### src/shared/adc_seq_cfg.svh
// constants of the conversion sequencer: offsets, fields, reset values, timing
// assumes inclusion by bare name from design, checker and testbench files
`ifndef ADC_SEQ_CFG_SVH
`define ADC_SEQ_CFG_SVH

// register byte offsets on the apb bus
`define A_FUNC      8'h00
`define A_CFG       8'h04
`define A_CTRL      8'h08
`define A_STBY      8'h0C
`define A_BURN      8'h10
`define A_DAC       8'h14
`define A_ALERT     8'h18
`define A_MASK      8'h1C
`define A_LIVE      8'h20
`define A_RES1      8'h24
`define A_RES_LAST  8'h38

// converter configuration fields
`define CFG_W       23
`define C1_MUX_LSB  0
`define C1_RATE_LSB 4
`define C1_RNG_LSB  8
`define C2_MUX_LSB  12
`define C2_RATE_LSB 16
`define C2_RNG_LSB  20

// conversion control fields
`define CTRL_W       14
`define CC_EN_LSB    0
`define CC_MODE_LSB  8
`define CC_DRATE_LSB 12

// reset values
`define CFG_RST   23'h000000
`define CTRL_RST  14'h0000
`define STBY_RST  4'h0
`define BURN_RST  10'h000
`define DAC_RST   14'h0000
`define MASK_RST  1'h0

// channel functions and first conversion input codes
`define FN_HIZ       4'h0
`define FN_V_OUT     4'h1
`define FN_I_OUT     4'h2
`define FN_V_IN      4'h3
`define FN_I_IN_EXT  4'h4
`define FN_I_IN_LOOP 4'h5
`define MUX_TERM_V    4'h0
`define MUX_SENSE_RES 4'h1

// conversion rate codes
`define RATE_10   3'h0
`define RATE_20   3'h1
`define RATE_1K2  3'h2
`define RATE_4K8  3'h3
`define RATE_9K6  3'h4

// result codes and slot bookkeeping
`define CODE_FULL  16'hFFFF
`define CODE_ZERO  16'h0000
`define NO_SLOT    3'h6
`define NUM_SLOTS  6

// timing: clock period and conversion / ready-hold times in ns
`define CLK_NS      5
`define T_10_NS     100000000
`define T_20_NS     50000000
`define T_1K2_NS    833333
`define T_4K8_NS    208333
`define T_9K6_NS    104167
`define T_RDY_NS    24000
`define CYC_10      (`T_10_NS / `CLK_NS)
`define CYC_20      (`T_20_NS / `CLK_NS)
`define CYC_1K2     (`T_1K2_NS / `CLK_NS)
`define CYC_4K8     (`T_4K8_NS / `CLK_NS)
`define CYC_9K6     (`T_9K6_NS / `CLK_NS)
`define CYC_RDY     ((`T_RDY_NS + `CLK_NS - 1) / `CLK_NS)
`define TMR_W       25
`define RDY_W       13

`endif

### src/shared/adc_seq_pkg.sv
// types of the conversion sequencer
// assumes adc_seq_cfg.svh for numeric constants
package adc_seq_pkg;
   typedef enum logic [1:0] {
      MODE_IDLE   = 2'b00,
      MODE_SINGLE = 2'b01,
      MODE_CONT   = 2'b10,
      MODE_PDOWN  = 2'b11
   } seq_mode_e;

   typedef enum logic [1:0] {
      ST_IDLE = 2'b00,
      ST_CONV = 2'b01,
      ST_DONE = 2'b10
   } seq_state_e;
endpackage

### src/rtl/conv_timer.sv
// conversion timer: times one conversion from the on-chip oscillator (pclk)
// assumes start is a one-cycle pulse and rate is valid with it
`timescale 1ns/1ps
module conv_timer #(
   parameter int CW = 25,
   parameter logic [CW-1:0] C10  = '1,
   parameter logic [CW-1:0] C20  = '1,
   parameter logic [CW-1:0] C1K2 = '1,
   parameter logic [CW-1:0] C4K8 = '1,
   parameter logic [CW-1:0] C9K6 = '1
)(
   // clock and reset
   input  wire logic         pclk,
   input  wire logic         presetn,
   // request
   input  wire logic         start,
   input  wire logic [2:0]   rate,
   // result
   output logic              done
);
   logic [CW-1:0] cnt_r;
   logic          busy_r;
   logic [CW-1:0] load_val;

   // rate code to cycle count; undefined codes fall back to the fastest rate
   assign load_val = (rate == 3'h0) ? C10 - 1'b1 :
                     (rate == 3'h1) ? C20 - 1'b1 :
                     (rate == 3'h2) ? C1K2 - 1'b1 :
                     (rate == 3'h3) ? C4K8 - 1'b1 : C9K6 - 1'b1;

   // down counter, done is registered and pulses the cycle after the count reaches zero
   always_ff @(posedge pclk or negedge presetn) begin
      if (!presetn) begin
         cnt_r  <= '0;
         busy_r <= 1'b0;
         done   <= 1'b0;
      end else begin
         done <= busy_r && cnt_r == '0;
         if (start) begin
            cnt_r  <= load_val;
            busy_r <= 1'b1;
         end else if (busy_r && cnt_r == '0) begin
            busy_r <= 1'b0;
         end else if (busy_r) begin
            cnt_r <= cnt_r - 1'b1;
         end
      end
   end
endmodule

### src/rtl/result_bank.sv
// result bank: shadow words filled during a sequence, visible words for reads
// assumes commit is a one-cycle pulse at sequence end
`timescale 1ns/1ps
module result_bank #(
   parameter int W = 16,
   parameter int N = 6
)(
   // clock and reset
   input  wire logic                 pclk,
   input  wire logic                 presetn,
   // shadow write
   input  wire logic                 wr_en,
   input  wire logic [2:0]           wr_idx,
   input  wire logic [W-1:0]         wr_data,
   // publish shadow to visible
   input  wire logic                 commit,
   // registered read port
   input  wire logic [2:0]           rd_idx,
   output logic      [W-1:0]         rd_data
);
   logic [W-1:0] shadow_r [N];
   logic [W-1:0] visible_r [N];

   // visible words only change at commit, so reads mid-sequence stay coherent
   always_ff @(posedge pclk or negedge presetn) begin
      if (!presetn) begin
         for (int i = 0; i < N; i++) begin
            shadow_r[i]  <= '0;
            visible_r[i] <= '0;
         end
         rd_data <= '0;
      end else begin
         if (wr_en && int'(wr_idx) < N)
            shadow_r[wr_idx] <= wr_data;
         if (commit)
            for (int i = 0; i < N; i++) visible_r[i] <= shadow_r[i];
         rd_data <= (int'(rd_idx) < N) ? visible_r[rd_idx] : '0;
      end
   end
endmodule

### src/rtl/adc_conversion_sequencer.sv
// conversion sequencer for one shared 16-bit converter with apb registers
// assumes converter code and range flags arrive on pclk when a conversion
// ends; the analog front end and dac slewing live outside
`timescale 1ns/1ps
`include "adc_seq_cfg.svh"

module adc_conversion_sequencer #(
   parameter int unsigned CYC_10  = `CYC_10,
   parameter int unsigned CYC_20  = `CYC_20,
   parameter int unsigned CYC_1K2 = `CYC_1K2,
   parameter int unsigned CYC_4K8 = `CYC_4K8,
   parameter int unsigned CYC_9K6 = `CYC_9K6,
   parameter int unsigned CYC_RDY = `CYC_RDY
)(
   // clock and reset
   input  wire logic                      pclk,
   input  wire logic                      presetn,
   // apb slave
   input  wire logic [7:0]                paddr,
   input  wire logic                      psel,
   input  wire logic                      penable,
   input  wire logic                      pwrite,
   input  wire logic [31:0]               pwdata,
   output logic      [31:0]               prdata,
   output logic                           pready,
   output logic                           pslverr,
   // converter result
   input  wire logic [15:0]               adc_code,
   input  wire logic                      adc_over,
   input  wire logic                      adc_under,
   // converter steering
   output logic      [2:0]                conv_slot,
   output logic      [3:0]                conv_mux,
   output logic      [2:0]                conv_range,
   output logic      [2:0]                conv_rate,
   output logic                           mains_reject,
   output logic                           conv_active,
   output logic                           adc_powerdown,
   // sense buffers and burnout
   output logic      [3:0]                buffer_standby,
   output logic                           aux_one_burnout_enable,
   output logic                           aux_one_burnout_polarity,
   output logic      [2:0]                aux_one_burnout_level,
   output logic                           aux_two_burnout_enable,
   output logic                           aux_two_burnout_polarity,
   output logic      [2:0]                aux_two_burnout_level,
   // dac code and pins
   output logic      [13:0]               dac_code,
   output logic                           adc_rdy_n,
   output logic                           alert_n
);
   import adc_seq_pkg::*;

   // registers
   logic [3:0]              func_r;
   logic [`CFG_W-1:0]       cfg_r;
   logic [`CTRL_W-1:0]      ctrl_r;
   logic [3:0]              stby_r;
   logic [9:0]              burn_r;
   logic [13:0]             dac_r;
   logic                    err_r;
   logic                    mask_r;
   logic                    drdy_r;
   logic [`RDY_W-1:0]       rdy_cnt_r;
   logic [2:0]              slot_r;
   seq_state_e              state_r;
   seq_state_e              state_nxt;
   logic                    ld;
   logic [2:0]              ld_idx;

   // conversion slot helpers
   function automatic logic [2:0] next_slot(input logic [5:0] en, input logic [2:0] from);
      logic [2:0] r;
      r = `NO_SLOT;
      for (int i = `NUM_SLOTS - 1; i >= 0; i--)
         if (en[i] && 3'(i) >= from) r = 3'(i);
      return r;
   endfunction

   // channel function to first conversion input default
   function automatic logic [3:0] func_default(input logic [3:0] f);
      logic [3:0] m;
      case (f)
         `FN_I_OUT, `FN_I_IN_EXT, `FN_I_IN_LOOP: m = `MUX_SENSE_RES;
         default: m = `MUX_TERM_V;
      endcase
      return m;
   endfunction

   // field views
   wire [5:0]  slot_en   = ctrl_r[`CC_EN_LSB +: 6];
   wire [1:0]  mode_bits = ctrl_r[`CC_MODE_LSB +: 2];
   wire [1:0]  drate     = ctrl_r[`CC_DRATE_LSB +: 2];
   wire [3:0]  c1_mux    = cfg_r[`C1_MUX_LSB +: 4];
   wire [2:0]  c1_rate   = cfg_r[`C1_RATE_LSB +: 3];
   wire [2:0]  c1_rng    = cfg_r[`C1_RNG_LSB +: 3];
   wire [3:0]  c2_mux    = cfg_r[`C2_MUX_LSB +: 4];
   wire [2:0]  c2_rate   = cfg_r[`C2_RATE_LSB +: 3];
   wire [2:0]  c2_rng    = cfg_r[`C2_RNG_LSB +: 3];
   wire        is_single = mode_bits == MODE_SINGLE;
   wire        is_cont   = mode_bits == MODE_CONT;

   // diagnostics share one rate: 20 SPS, 4.8 kSPS or 9.6 kSPS
   wire [2:0]  diag_rate = (drate == 2'h0) ? `RATE_20 :
                           (drate == 2'h1) ? `RATE_4K8 : `RATE_9K6;

   // settings of the slot about to be loaded, each channel with its own
   wire [2:0]  ld_rate   = (ld_idx == 3'h0) ? c1_rate :
                           (ld_idx == 3'h1) ? c2_rate : diag_rate;
   wire [2:0]  ld_rng    = (ld_idx == 3'h0) ? c1_rng :
                           (ld_idx == 3'h1) ? c2_rng : 3'h0;
   wire [3:0]  ld_mux    = (ld_idx == 3'h0) ? c1_mux :
                           (ld_idx == 3'h1) ? c2_mux : 4'h0;

   // apb decode; one wait state lets the result bank register its read
   wire        acc       = psel & penable;
   wire        rd_phase  = acc & ~pready;
   wire        wr_en     = acc & pready & pwrite;
   wire        sel_func  = paddr == `A_FUNC;
   wire        sel_cfg   = paddr == `A_CFG;
   wire        sel_ctrl  = paddr == `A_CTRL;
   wire        sel_stby  = paddr == `A_STBY;
   wire        sel_burn  = paddr == `A_BURN;
   wire        sel_dac   = paddr == `A_DAC;
   wire        sel_alert = paddr == `A_ALERT;
   wire        sel_mask  = paddr == `A_MASK;
   wire        sel_live  = paddr == `A_LIVE;
   wire        sel_res   = paddr >= `A_RES1 && paddr <= `A_RES_LAST && paddr[1:0] == 2'h0;
   wire        hit       = sel_func | sel_cfg | sel_ctrl | sel_stby | sel_burn | sel_dac |
                           sel_alert | sel_mask | sel_live | sel_res;
   wire [7:0]  res_off   = paddr - `A_RES1;
   wire [2:0]  res_idx   = res_off[4:2];
   wire        wr_ok     = wr_en & hit;

   // sequencing
   wire [2:0]  first_slot = next_slot(slot_en, 3'h0);
   wire [2:0]  after_slot = next_slot(slot_en, slot_r + 3'h1);
   wire        run_req    = (is_single | is_cont) && first_slot != `NO_SLOT;
   wire        tmr_done;
   wire        conv_end   = state_r == ST_CONV && tmr_done;
   wire        done_evt   = state_r == ST_DONE;

   // saturated result of the conversion just ended
   wire        range_bad = adc_over | adc_under;
   wire [15:0] sat_code  = adc_over  ? `CODE_FULL :
                           adc_under ? `CODE_ZERO : adc_code;
   wire [15:0] bank_rd;

   // ready release paths; completing a sequence wins over all of them
   wire        ctrl_wr   = wr_ok & sel_ctrl;
   wire        drdy_clr  = wr_ok & sel_live & pwdata[0];
   wire        rdy_tmo   = is_cont && !adc_rdy_n && rdy_cnt_r == `RDY_W'(CYC_RDY - 1);

   // read mux
   wire [31:0] rd_mux = sel_func  ? {28'h0, func_r} :
                        sel_cfg   ? {9'h0, cfg_r} :
                        sel_ctrl  ? {18'h0, ctrl_r} :
                        sel_stby  ? {28'h0, stby_r} :
                        sel_burn  ? {22'h0, burn_r} :
                        sel_dac   ? {18'h0, dac_r} :
                        sel_alert ? {31'h0, err_r} :
                        sel_mask  ? {31'h0, mask_r} :
                        sel_live  ? {30'h0, conv_active, drdy_r} :
                        sel_res   ? {16'h0, bank_rd} : 32'h0;

   // sequencer next state: slots run in order, stop is only seen at the end
   always_comb begin
      state_nxt = state_r;
      ld        = 1'b0;
      ld_idx    = first_slot;
      case (state_r)
         ST_IDLE: begin
            if (run_req) begin
               ld        = 1'b1;
               state_nxt = ST_CONV;
            end
         end
         ST_CONV: begin
            if (tmr_done) begin
               if (after_slot == `NO_SLOT) begin
                  state_nxt = ST_DONE;
               end else begin
                  ld     = 1'b1;
                  ld_idx = after_slot;
               end
            end
         end
         ST_DONE: begin
            if (is_cont && run_req) begin
               ld        = 1'b1;
               state_nxt = ST_CONV;
            end else begin
               state_nxt = ST_IDLE;
            end
         end
         default: state_nxt = ST_IDLE;
      endcase
   end

   // state and slot steering
   always_ff @(posedge pclk or negedge presetn) begin
      if (!presetn) begin
         state_r      <= ST_IDLE;
         slot_r       <= 3'h0;
         conv_mux     <= 4'h0;
         conv_range   <= 3'h0;
         conv_rate    <= 3'h0;
         mains_reject <= 1'b0;
      end else begin
         state_r <= state_nxt;
         if (ld) begin
            slot_r       <= ld_idx;
            conv_mux     <= ld_mux;
            conv_range   <= ld_rng;
            conv_rate    <= ld_rate;
            mains_reject <= ld_rate <= `RATE_20;
         end
      end
   end

   // activity outputs track the next state so they line up with the slot
   always_ff @(posedge pclk or negedge presetn) begin
      if (!presetn) begin
         conv_slot     <= 3'h0;
         conv_active   <= 1'b0;
         adc_powerdown <= 1'b0;
      end else begin
         conv_slot     <= ld ? ld_idx : conv_slot;
         conv_active   <= state_nxt != ST_IDLE;
         adc_powerdown <= state_nxt == ST_IDLE && mode_bits == MODE_PDOWN;
      end
   end

   // configuration registers
   always_ff @(posedge pclk or negedge presetn) begin
      if (!presetn) begin
         func_r <= 4'h0;
         cfg_r  <= `CFG_RST;
         stby_r <= `STBY_RST;
         burn_r <= `BURN_RST;
         dac_r  <= `DAC_RST;
         mask_r <= `MASK_RST;
      end else begin
         if (wr_ok && sel_func) begin
            func_r <= pwdata[3:0];
            cfg_r[`C1_MUX_LSB +: 4] <= func_default(pwdata[3:0]);
         end else if (wr_ok && sel_cfg) begin
            cfg_r <= pwdata[`CFG_W-1:0];
         end
         if (wr_ok && sel_stby)
            stby_r <= pwdata[3:0];
         if (wr_ok && sel_burn)
            burn_r <= pwdata[9:0];
         // the dac code is only ever written here, never by a function change
         if (wr_ok && sel_dac)
            dac_r <= pwdata[13:0];
         if (wr_ok && sel_mask)
            mask_r <= pwdata[0];
      end
   end

   // control register; a finished single sequence falls back to idle
   always_ff @(posedge pclk or negedge presetn) begin
      if (!presetn) begin
         ctrl_r <= `CTRL_RST;
      end else if (ctrl_wr) begin
         ctrl_r <= pwdata[`CTRL_W-1:0];
      end else if (done_evt && is_single) begin
         ctrl_r[`CC_MODE_LSB +: 2] <= MODE_IDLE;
      end
   end

   // sticky flags: a hardware set wins over a write-one clear
   always_ff @(posedge pclk or negedge presetn) begin
      if (!presetn) begin
         err_r   <= 1'b0;
         drdy_r  <= 1'b0;
         alert_n <= 1'b1;
      end else begin
         if (conv_end && range_bad)
            err_r <= 1'b1;
         else if (wr_ok && sel_alert && pwdata[0])
            err_r <= 1'b0;
         if (done_evt)
            drdy_r <= 1'b1;
         else if (drdy_clr)
            drdy_r <= 1'b0;
         alert_n <= ~(err_r & ~mask_r);
      end
   end

   // ready pin: falls on the same edge as the results commit, released three ways
   always_ff @(posedge pclk or negedge presetn) begin
      if (!presetn) begin
         adc_rdy_n <= 1'b1;
         rdy_cnt_r <= '0;
      end else begin
         if (done_evt) begin
            adc_rdy_n <= 1'b0;
            rdy_cnt_r <= '0;
         end else if (ctrl_wr || drdy_clr || rdy_tmo) begin
            adc_rdy_n <= 1'b1;
            rdy_cnt_r <= '0;
         end else if (!adc_rdy_n && is_cont) begin
            rdy_cnt_r <= rdy_cnt_r + 1'b1;
         end
      end
   end

   // apb answer, one wait state; unmapped addresses answer with pslverr
   always_ff @(posedge pclk or negedge presetn) begin
      if (!presetn) begin
         pready  <= 1'b0;
         pslverr <= 1'b0;
         prdata  <= 32'h0;
      end else begin
         pready  <= rd_phase;
         pslverr <= rd_phase & ~hit;
         if (rd_phase)
            prdata <= pwrite ? 32'h0 : rd_mux;
      end
   end

   // plain copies of held settings
   assign buffer_standby           = stby_r;
   assign aux_one_burnout_enable   = burn_r[0];
   assign aux_one_burnout_polarity = burn_r[1];
   assign aux_one_burnout_level    = burn_r[4:2];
   assign aux_two_burnout_enable   = burn_r[5];
   assign aux_two_burnout_polarity = burn_r[6];
   assign aux_two_burnout_level    = burn_r[9:7];
   assign dac_code                 = dac_r;

   // conversion timing runs from pclk, never from the bus traffic
   conv_timer #(
      .CW   (`TMR_W),
      .C10  (`TMR_W'(CYC_10)),
      .C20  (`TMR_W'(CYC_20)),
      .C1K2 (`TMR_W'(CYC_1K2)),
      .C4K8 (`TMR_W'(CYC_4K8)),
      .C9K6 (`TMR_W'(CYC_9K6))
   ) u_timer (
      .pclk    (pclk),
      .presetn (presetn),
      .start   (ld),
      .rate    (ld_rate),
      .done    (tmr_done)
   );

   // results land in shadow words and publish together at sequence end
   result_bank #(
      .W (16),
      .N (`NUM_SLOTS)
   ) u_bank (
      .pclk    (pclk),
      .presetn (presetn),
      .wr_en   (conv_end),
      .wr_idx  (slot_r),
      .wr_data (sat_code),
      .commit  (done_evt),
      .rd_idx  (res_idx),
      .rd_data (bank_rd)
   );
endmodule

### config.mk
export PLATFORM = sky130hd
export DESIGN_NAME = adc_conversion_sequencer
export DESIGN_NICKNAME = d
export VERILOG_FILES = /design/src/shared/adc_seq_pkg.sv /design/src/rtl/conv_timer.sv /design/src/rtl/result_bank.sv /design/src/rtl/adc_conversion_sequencer.sv
export VERILOG_INCLUDE_DIRS = /design/src /design/src/shared
export SDC_FILE = /design/constraint.sdc
export NUM_CORES = 1
export LEC_CHECK = 0
export BUFFER_PORTS_ARGS = -buffer_cell sky130_fd_sc_hd__buf_4
export CAP_MARGIN = 25
export CORE_AREA = 10 10 201 156
export DETAILED_ROUTE_END_ITERATION = 10
export DIE_AREA = 0 0 211 166
export PLACE_DENSITY = 0.8
export SLEW_MARGIN = 15
export SYNTH_ARGS = -nofsm -noshare
export SYNTH_HDL_FRONTEND = slang
export SYNTH_SLANG_ARGS = --single-unit
export TNS_END_PERCENT = 20
### constraint.sdc
create_clock -name pclk -period 4 [get_ports pclk]
set_input_delay 0.6 -clock pclk [delete_from_list [all_inputs] [get_ports pclk]]
set_output_delay 0.6 -clock pclk [all_outputs]
set_load 0.02 [all_outputs]
## Yosys cells after proc, flatten, opt, wreduce, memory -nomap -nowiden

Index checks and enable logic that the tools add are counted.

| storage, ports and cells | value |
|---|---|
| input port bits | 63 |
| flip-flop bits (word level) | 374 |
| output and inout bits | 80 |

| operators by class | value |
|---|---|
| eq/ne operators | 25 |
| mux-type cells | 76 |
| bitwise logic cells | 28 |
| $lt $le $gt $ge | 14 |
| $add $sub $neg | 4 |
| reductions and logical operators | 50 |

Operator list:

| kind | count |
|---|---|
| 2-to-1 mux 16 bit | 15 |
| 2-to-1 mux 25 bit | 6 |
| bitwise mux 96 bit | 1 |
| 2-to-1 mux 23 bit | 3 |
| 2-to-1 mux 3 bit | 18 |
| binary-select mux 16 bit (select 3 bit) | 1 |
| demux 16 bit (select 3 bit) | 1 |
| 2-to-1 mux 13 bit | 3 |
| equality test 8 x 5 -> 1 bit (second input constant) | 4 |
| logical AND 1 bit | 27 |
| logical NOT 25 bit | 1 |
| subtractor 25 x 1 -> 25 bit (second input constant) | 1 |
| equality test 8 x 4 -> 1 bit (second input constant) | 2 |
| 2-to-1 mux 2 bit | 8 |
| 2-to-1 mux 4 bit | 4 |
| nonzero test 2 bit | 8 |
| 2-to-1 mux 1 bit | 14 |
| adder 13 x 1 -> 13 bit (second input constant) | 1 |
| equality test 13 bit (second input constant) | 1 |
| bitwise OR 1 bit | 11 |
| bitwise AND 1 bit | 10 |
| equality test 4 x 3 -> 1 bit (second input constant) | 2 |
| equality test 8 x 3 -> 1 bit (second input constant) | 1 |
| equality test 8 x 6 -> 1 bit (second input constant) | 1 |
| 31 further kinds | 53 |

## Logic depth before layout (Yosys ltp)

| logic depth | value |
|---|---|
| depth in word-level cells | 22 |
| depth in mapped cells | 16 |
| gate-level depth less buffers | 11 |

## By module

Synthesis repeated with hierarchy kept, for this count alone.

| unflattened totals | value |
|---|---|
| cell total of the unflattened synthesis | 1,325 |
| area total of the unflattened synthesis | 16,737.3 um^2 |

By module, submodules not included:

| module | instances | area an instance (um^2) | cells each | seq. area each (um^2) |
|---|---|---|---|---|
| result_bank | 1 | 8,439.3 | 522 | 5,205.0 |
| adc_conversion_sequencer | 1 | 6,518.8 | 616 | 3,255.6 |
| conv_timer | 1 | 1,779.2 | 187 | 675.6 |

## Least setup slack after synthesis

OpenSTA, ideal clock, no wires.

| timing | value |
|---|---|
| kind | input port to flip-flop |
| start point | input paddr[2] |
| end point | register prdata[0] |
| slack | -0.041 ns |
| stages | 15 |
| setup time | 0.077 ns |
| buffers on the path | 4 |
| data arrival time | 3.964 ns |
| required time | 3.923 ns |
| cell sequence | clkbuf_1 -> buf_1 -> clkbuf_1 -> inv_1 -> ha_1 -> clkbuf_1 -> nor2b_1 -> nor4b_4 -> a22oi_1 -> o22ai_1 -> o211ai_1 -> a311oi_1 -> a21oi_1 -> a221o_1 -> o21ai_1 |

| on the way | value |
|---|---|
| word-level cells in the longest chain between the ends | 14 |

Ends and longest elaborated chain:

| element | line | text |
|---|---|---|
| start: declaration | adc_conversion_sequencer.sv:19 | `input wire logic [7:0] paddr,` |
| >= comparator 8 x 6 -> 1 bit (no line) / <= comparator 8 x 6 -> 1 bit (equally long branches) | - |  |
| logical AND 1 bit (no line) | - |  |
| logical AND 1 bit | adc_conversion_sequencer.sv:128 | `` wire sel_res = paddr >= `A_RES1 && paddr <= `A_RES_LAST && paddr[1:0] == 2'h0; `` |
| 2-to-1 mux 16 bit | adc_conversion_sequencer.sv:164 | `sel_res ? {16'h0, bank_rd} : 32'h0;` |
| 2-to-1 mux 16 bit | adc_conversion_sequencer.sv:163 | `sel_live ? {30'h0, conv_active, drdy_r} :` |
| 2-to-1 mux 16 bit | adc_conversion_sequencer.sv:162 | `sel_mask ? {31'h0, mask_r} :` |
| 2-to-1 mux 16 bit | adc_conversion_sequencer.sv:161 | `sel_alert ? {31'h0, err_r} :` |
| 2-to-1 mux 16 bit | adc_conversion_sequencer.sv:160 | `sel_dac ? {18'h0, dac_r} :` |
| 2-to-1 mux 16 bit | adc_conversion_sequencer.sv:159 | `sel_burn ? {22'h0, burn_r} :` |
| 2-to-1 mux 16 bit | adc_conversion_sequencer.sv:158 | `sel_stby ? {28'h0, stby_r} :` |
| 2-to-1 mux 16 bit | adc_conversion_sequencer.sv:157 | `sel_ctrl ? {18'h0, ctrl_r} :` |
| 2-to-1 mux 23 bit | adc_conversion_sequencer.sv:156 | `sel_cfg ? {9'h0, cfg_r} :` |
| 2-to-1 mux 23 bit * | adc_conversion_sequencer.sv:155 | `wire [31:0] rd_mux = sel_func ? {28'h0, func_r} :` |
| 2-to-1 mux 23 bit * | adc_conversion_sequencer.sv:320 | `prdata <= pwrite ? 32'h0 : rd_mux;` |
| end signal: assignment | adc_conversion_sequencer.sv:320 |  |
| end: declaration | adc_conversion_sequencer.sv:24 | `output logic [31:0] prdata,` |

Mark *: on every way between the ends. The rest lies on a longest branch, timed or not.
A chain may end at the register's enable or synchronous reset.

==> metrics.txt <==
Filler cells=2041; H-tree Lvls=2; measured slew at the worst slew-check pin=0.965 ns; Std-Cell Rows=53; crit path capture type=flop; Worst-Skew Late Latency=0.53 ns; worst path required time=4.41 ns; Syn Inst Count=1595; FMAX=274 MHz; EDFF count, synth=0; post-layout minimum cycle time=3.65 ns; Core ar.=0.0275 mm²; first-pass GRT wire length=65900 µm; PwrDens=398 mW/mm²; 1st-pass router iterations=5; Pint=5820 µW; largest net degree at the start of global routing=116; Netlist Area Pre-Place=0.0162 mm²; CP Capture Point=u_timer.cnt_r[8]; most used flip-flop cell after synthesis=dfrtp_1; via-per-instance ratio=5.90; RR Endpoint=u_timer.cnt_r[8]; critical path cell sequence=inv_1 -> ha_1 -> nor2_1 -> o21ai_0 -> o22ai_1 -> a32oi_4 -> mux2i_1 -> a21o_1 -> nand2_1 -> o22a_1; leading area contributor after synthesis=dfrtp_1; nets=1774; cts repair resizes=0; CP Depth=10; pre-CTS WS=0.213 ns; All-Layer GR Usage=23.2%; clock share of power=46.6%; Remaining DRCs=0; commonest non-fill, non-tap cell in the layout=nand2_1; Final setup viols=0; number of buffers created by CTS=36; chip width=211 µm; GR Overflow Total=0; WP buf/inv=1; R2R Path Start=conv_slot[1]; Rel. slew slack=35.1%; TritonCTS clock tree=built; GP Congestion=0.889; NetSw=1640 µW; initial core utilization=58.9%; #FFs+latches synth=365; via count=12300; I/O pin count=143; CP Class=flop to flop; combinational share of power=3.9%; Avg Inst Size Synth=10.1 µm²; Final Max Slew Viols=0; Fin Hold WS=0.117 ns; sequential power share=49.5%; Yosys Warn Count=0; Layout Skew=0.0229 ns; IO Port Bufs=124; max incr delay on CP=0.67 ns; number of global-route vias before repair=12100; number of max-cap violations=0; post-route worst setup slack=0.349 ns; most frequent cells in the layout=446 x nand2_1, 363 x dfrtp_1, 149 x buf_4; Arrival @ worst endpoint=4.06 ns; synth unique cells=77; Finished Core Util=68.3%; Setup TNS=0 ns; Worst Path Max Fanout=13; Worst setup SP type=flop; top cells by area, synth=dfrtp_1 56%, nand2_1 10%, mux2_2 4.4%, o21ai_0 3.4%, nor2_1 2.5%; Post-DP Area=0.0175 mm²; Iter 0 DRT Violations=1107; ant diodes=0; CP top delay family=compound AO/OA/AOI/OAI gates; ratio of cells with drive above 1 in the final layout=19.2%; final hold vios=0; Post-CTS Setup Repair Bufs=0; Worst VDD drop=0.337 mV; Max Root-Sink Buffers=3; DRT Wirelength=40900 µm; Layout area overhead=16.0%; Lkg Pwr=0.00943 µW; Die Y-Extent=166 µm; period utilisation layout=91.3%; drt wl/cell=19.6 µm; Worst Hold Class=primary input to asynchronous set/reset pin; RSZ-0062 raised after global routing=no; status=completed; clk sinks=365; FF-to-FF setup slack=0.35 ns; sequential area share after synthesis=56.5%; sw frac=22.0%; Finished Cell Area=0.0188 mm²; Clk Tree Root Cell=clkbuf_16; DP HPWL=26700 µm; worst setup path startpoint=conv_slot[1]; R2R cell count=10; Hold-fix buffers, CTS=0; initial antenna violation count=1; top cell type's share of synthesized area=56.2%; Async SR Flop Fraction=100%; slowest CP cell=a32oi_4; Worst-path clk slew=0.06 ns; full die area=0.0350 mm²; antenna viol nets, final=0
==> worst register-to-register path, cell delays in order (launching register included) <==
cell and delay, ns:
dfrtp_1 0.46, inv_1 0.13, ha_1 0.43, nor2_1 0.09, o21ai_0 0.35, o22ai_1 0.21
a32oi_4 0.67, mux2i_1 0.26, a21o_1 0.42, nand2_1 0.26, o22a_1 0.26
==> flip-flops by register name, summed over array words and instances (netlist names), 2 cells and up <==
register and flops:
u_bank.shadow_r 96, u_bank.visible_r 96, u_timer.cnt_r 25, cfg_r 23, prdata 23, u_bank.rd_data 16
ctrl_r 14, dac_code 14, rdy_cnt_r 13, burn_r 10, buffer_standby 4, conv_mux 4
func_r 4, conv_range 3, conv_rate 3, conv_slot 3, state_r 2
==> metal layers <==
layer / GRT usage [%] / routed length, µm / part of all wire (%) / up-vias
met5: 0 / 0 / 0 / -
met4: 6.29 / 893 / 2.2 / 0
met2: 37.5 / 19500 / 48 / 442
li1: - / - / - / 5641
met1: 31.3 / 17500 / 43 / 6129
met3: 4.34 / 3010 / 7.4 / 71
==> synth_stat cells (5+ instances only) <==
| cell | count |
|---|---|
| a211oi_1 | 6 |
| a21oi_1 | 61 |
| a221oi_1 | 7 |
| a22o_1 | 25 |
| a22oi_1 | 16 |
| a31oi_1 | 10 |
| and2_1 | 7 |
| buf_1 | 8 |
| buf_2 | 8 |
| buf_4 | 11 |
| clkbuf_1 | 72 |
| dfrtp_1 | 363 |
| ha_1 | 12 |
| inv_1 | 24 |
| mux2_2 | 63 |
| mux2i_1 | 29 |
| mux4_2 | 16 |
| nand2_1 | 446 |
| nand2b_1 | 7 |
| nand3_1 | 18 |
| nand4_1 | 5 |
| nor2_1 | 106 |
| nor2b_1 | 8 |
| nor3_1 | 12 |
| nor4_1 | 6 |
| o21a_1 | 5 |
| o21ai_0 | 110 |
| o22ai_1 | 10 |
| o31ai_1 | 17 |
| xnor2_1 | 15 |
| xor2_1 | 10 |
==> cell families after synthesis <==
| group | Yosys count | synth area share (%) |
|---|---|---|
| flip-flops | 365 | 56.5 |
| XOR/XNOR | 26 | 1.46 |
| AO/OA/AOI/OAI | 307 | 12.3 |
| multiplexers | 109 | 8.51 |
| adder cells (fa/ha/maj) | 12 | 0.929 |
| buffers and inverters | 125 | 3.31 |
| AND/OR/NAND/NOR | 650 | 16.9 |
| other | 1 | 0.0232 |
==> metrics by stage <==
step | cells | power (µW)
final | 2082 | 7460
after global routing | 2082 | 7670
after CTS | 2079 | 7510
after detailed placement | 2015 | 4050
after global placement | 2012 | 4050
after floorplan | 1603 | 3880
==> worst min-delay path by stage <==
stage | startpoint | end | slack [ns]
2_1_floorplan | presetn | adc_powerdown | 0.30
3_3_place_gp | err_r | alert_n | 0.41
3_5_place_dp | err_r | alert_n | 0.42
4_1_cts | presetn | mains_reject | 0.20
5_1_grt | presetn | u_timer.cnt_r[3] | 0.20
6_report | presetn | u_timer.cnt_r[3] | 0.12
==> area by class of cell <==
cell class,instances,area (µm²),share of cell area [%]
well taps,357,447,2.38
repair buffers,159,1300,6.93
clock inverters,14,156,0.834
inverters,24,90.1,0.480
clock buffers,50,1050,5.62
multi-input cells,1113,6570,35.0
flip-flops and latches,365,9140,48.7
==> power by group through the flow <==
stage	Clock [µW]	Combinational, µW	Sequential, µW
after floorplan	0	107	3770
after global placement	0	283	3770
after detailed placement	0	287	3770
after CTS	3530	289	3700
after global routing	3660	319	3700
final	3480	289	3700
Note: power is estimated with default switching activity, not from simulation.
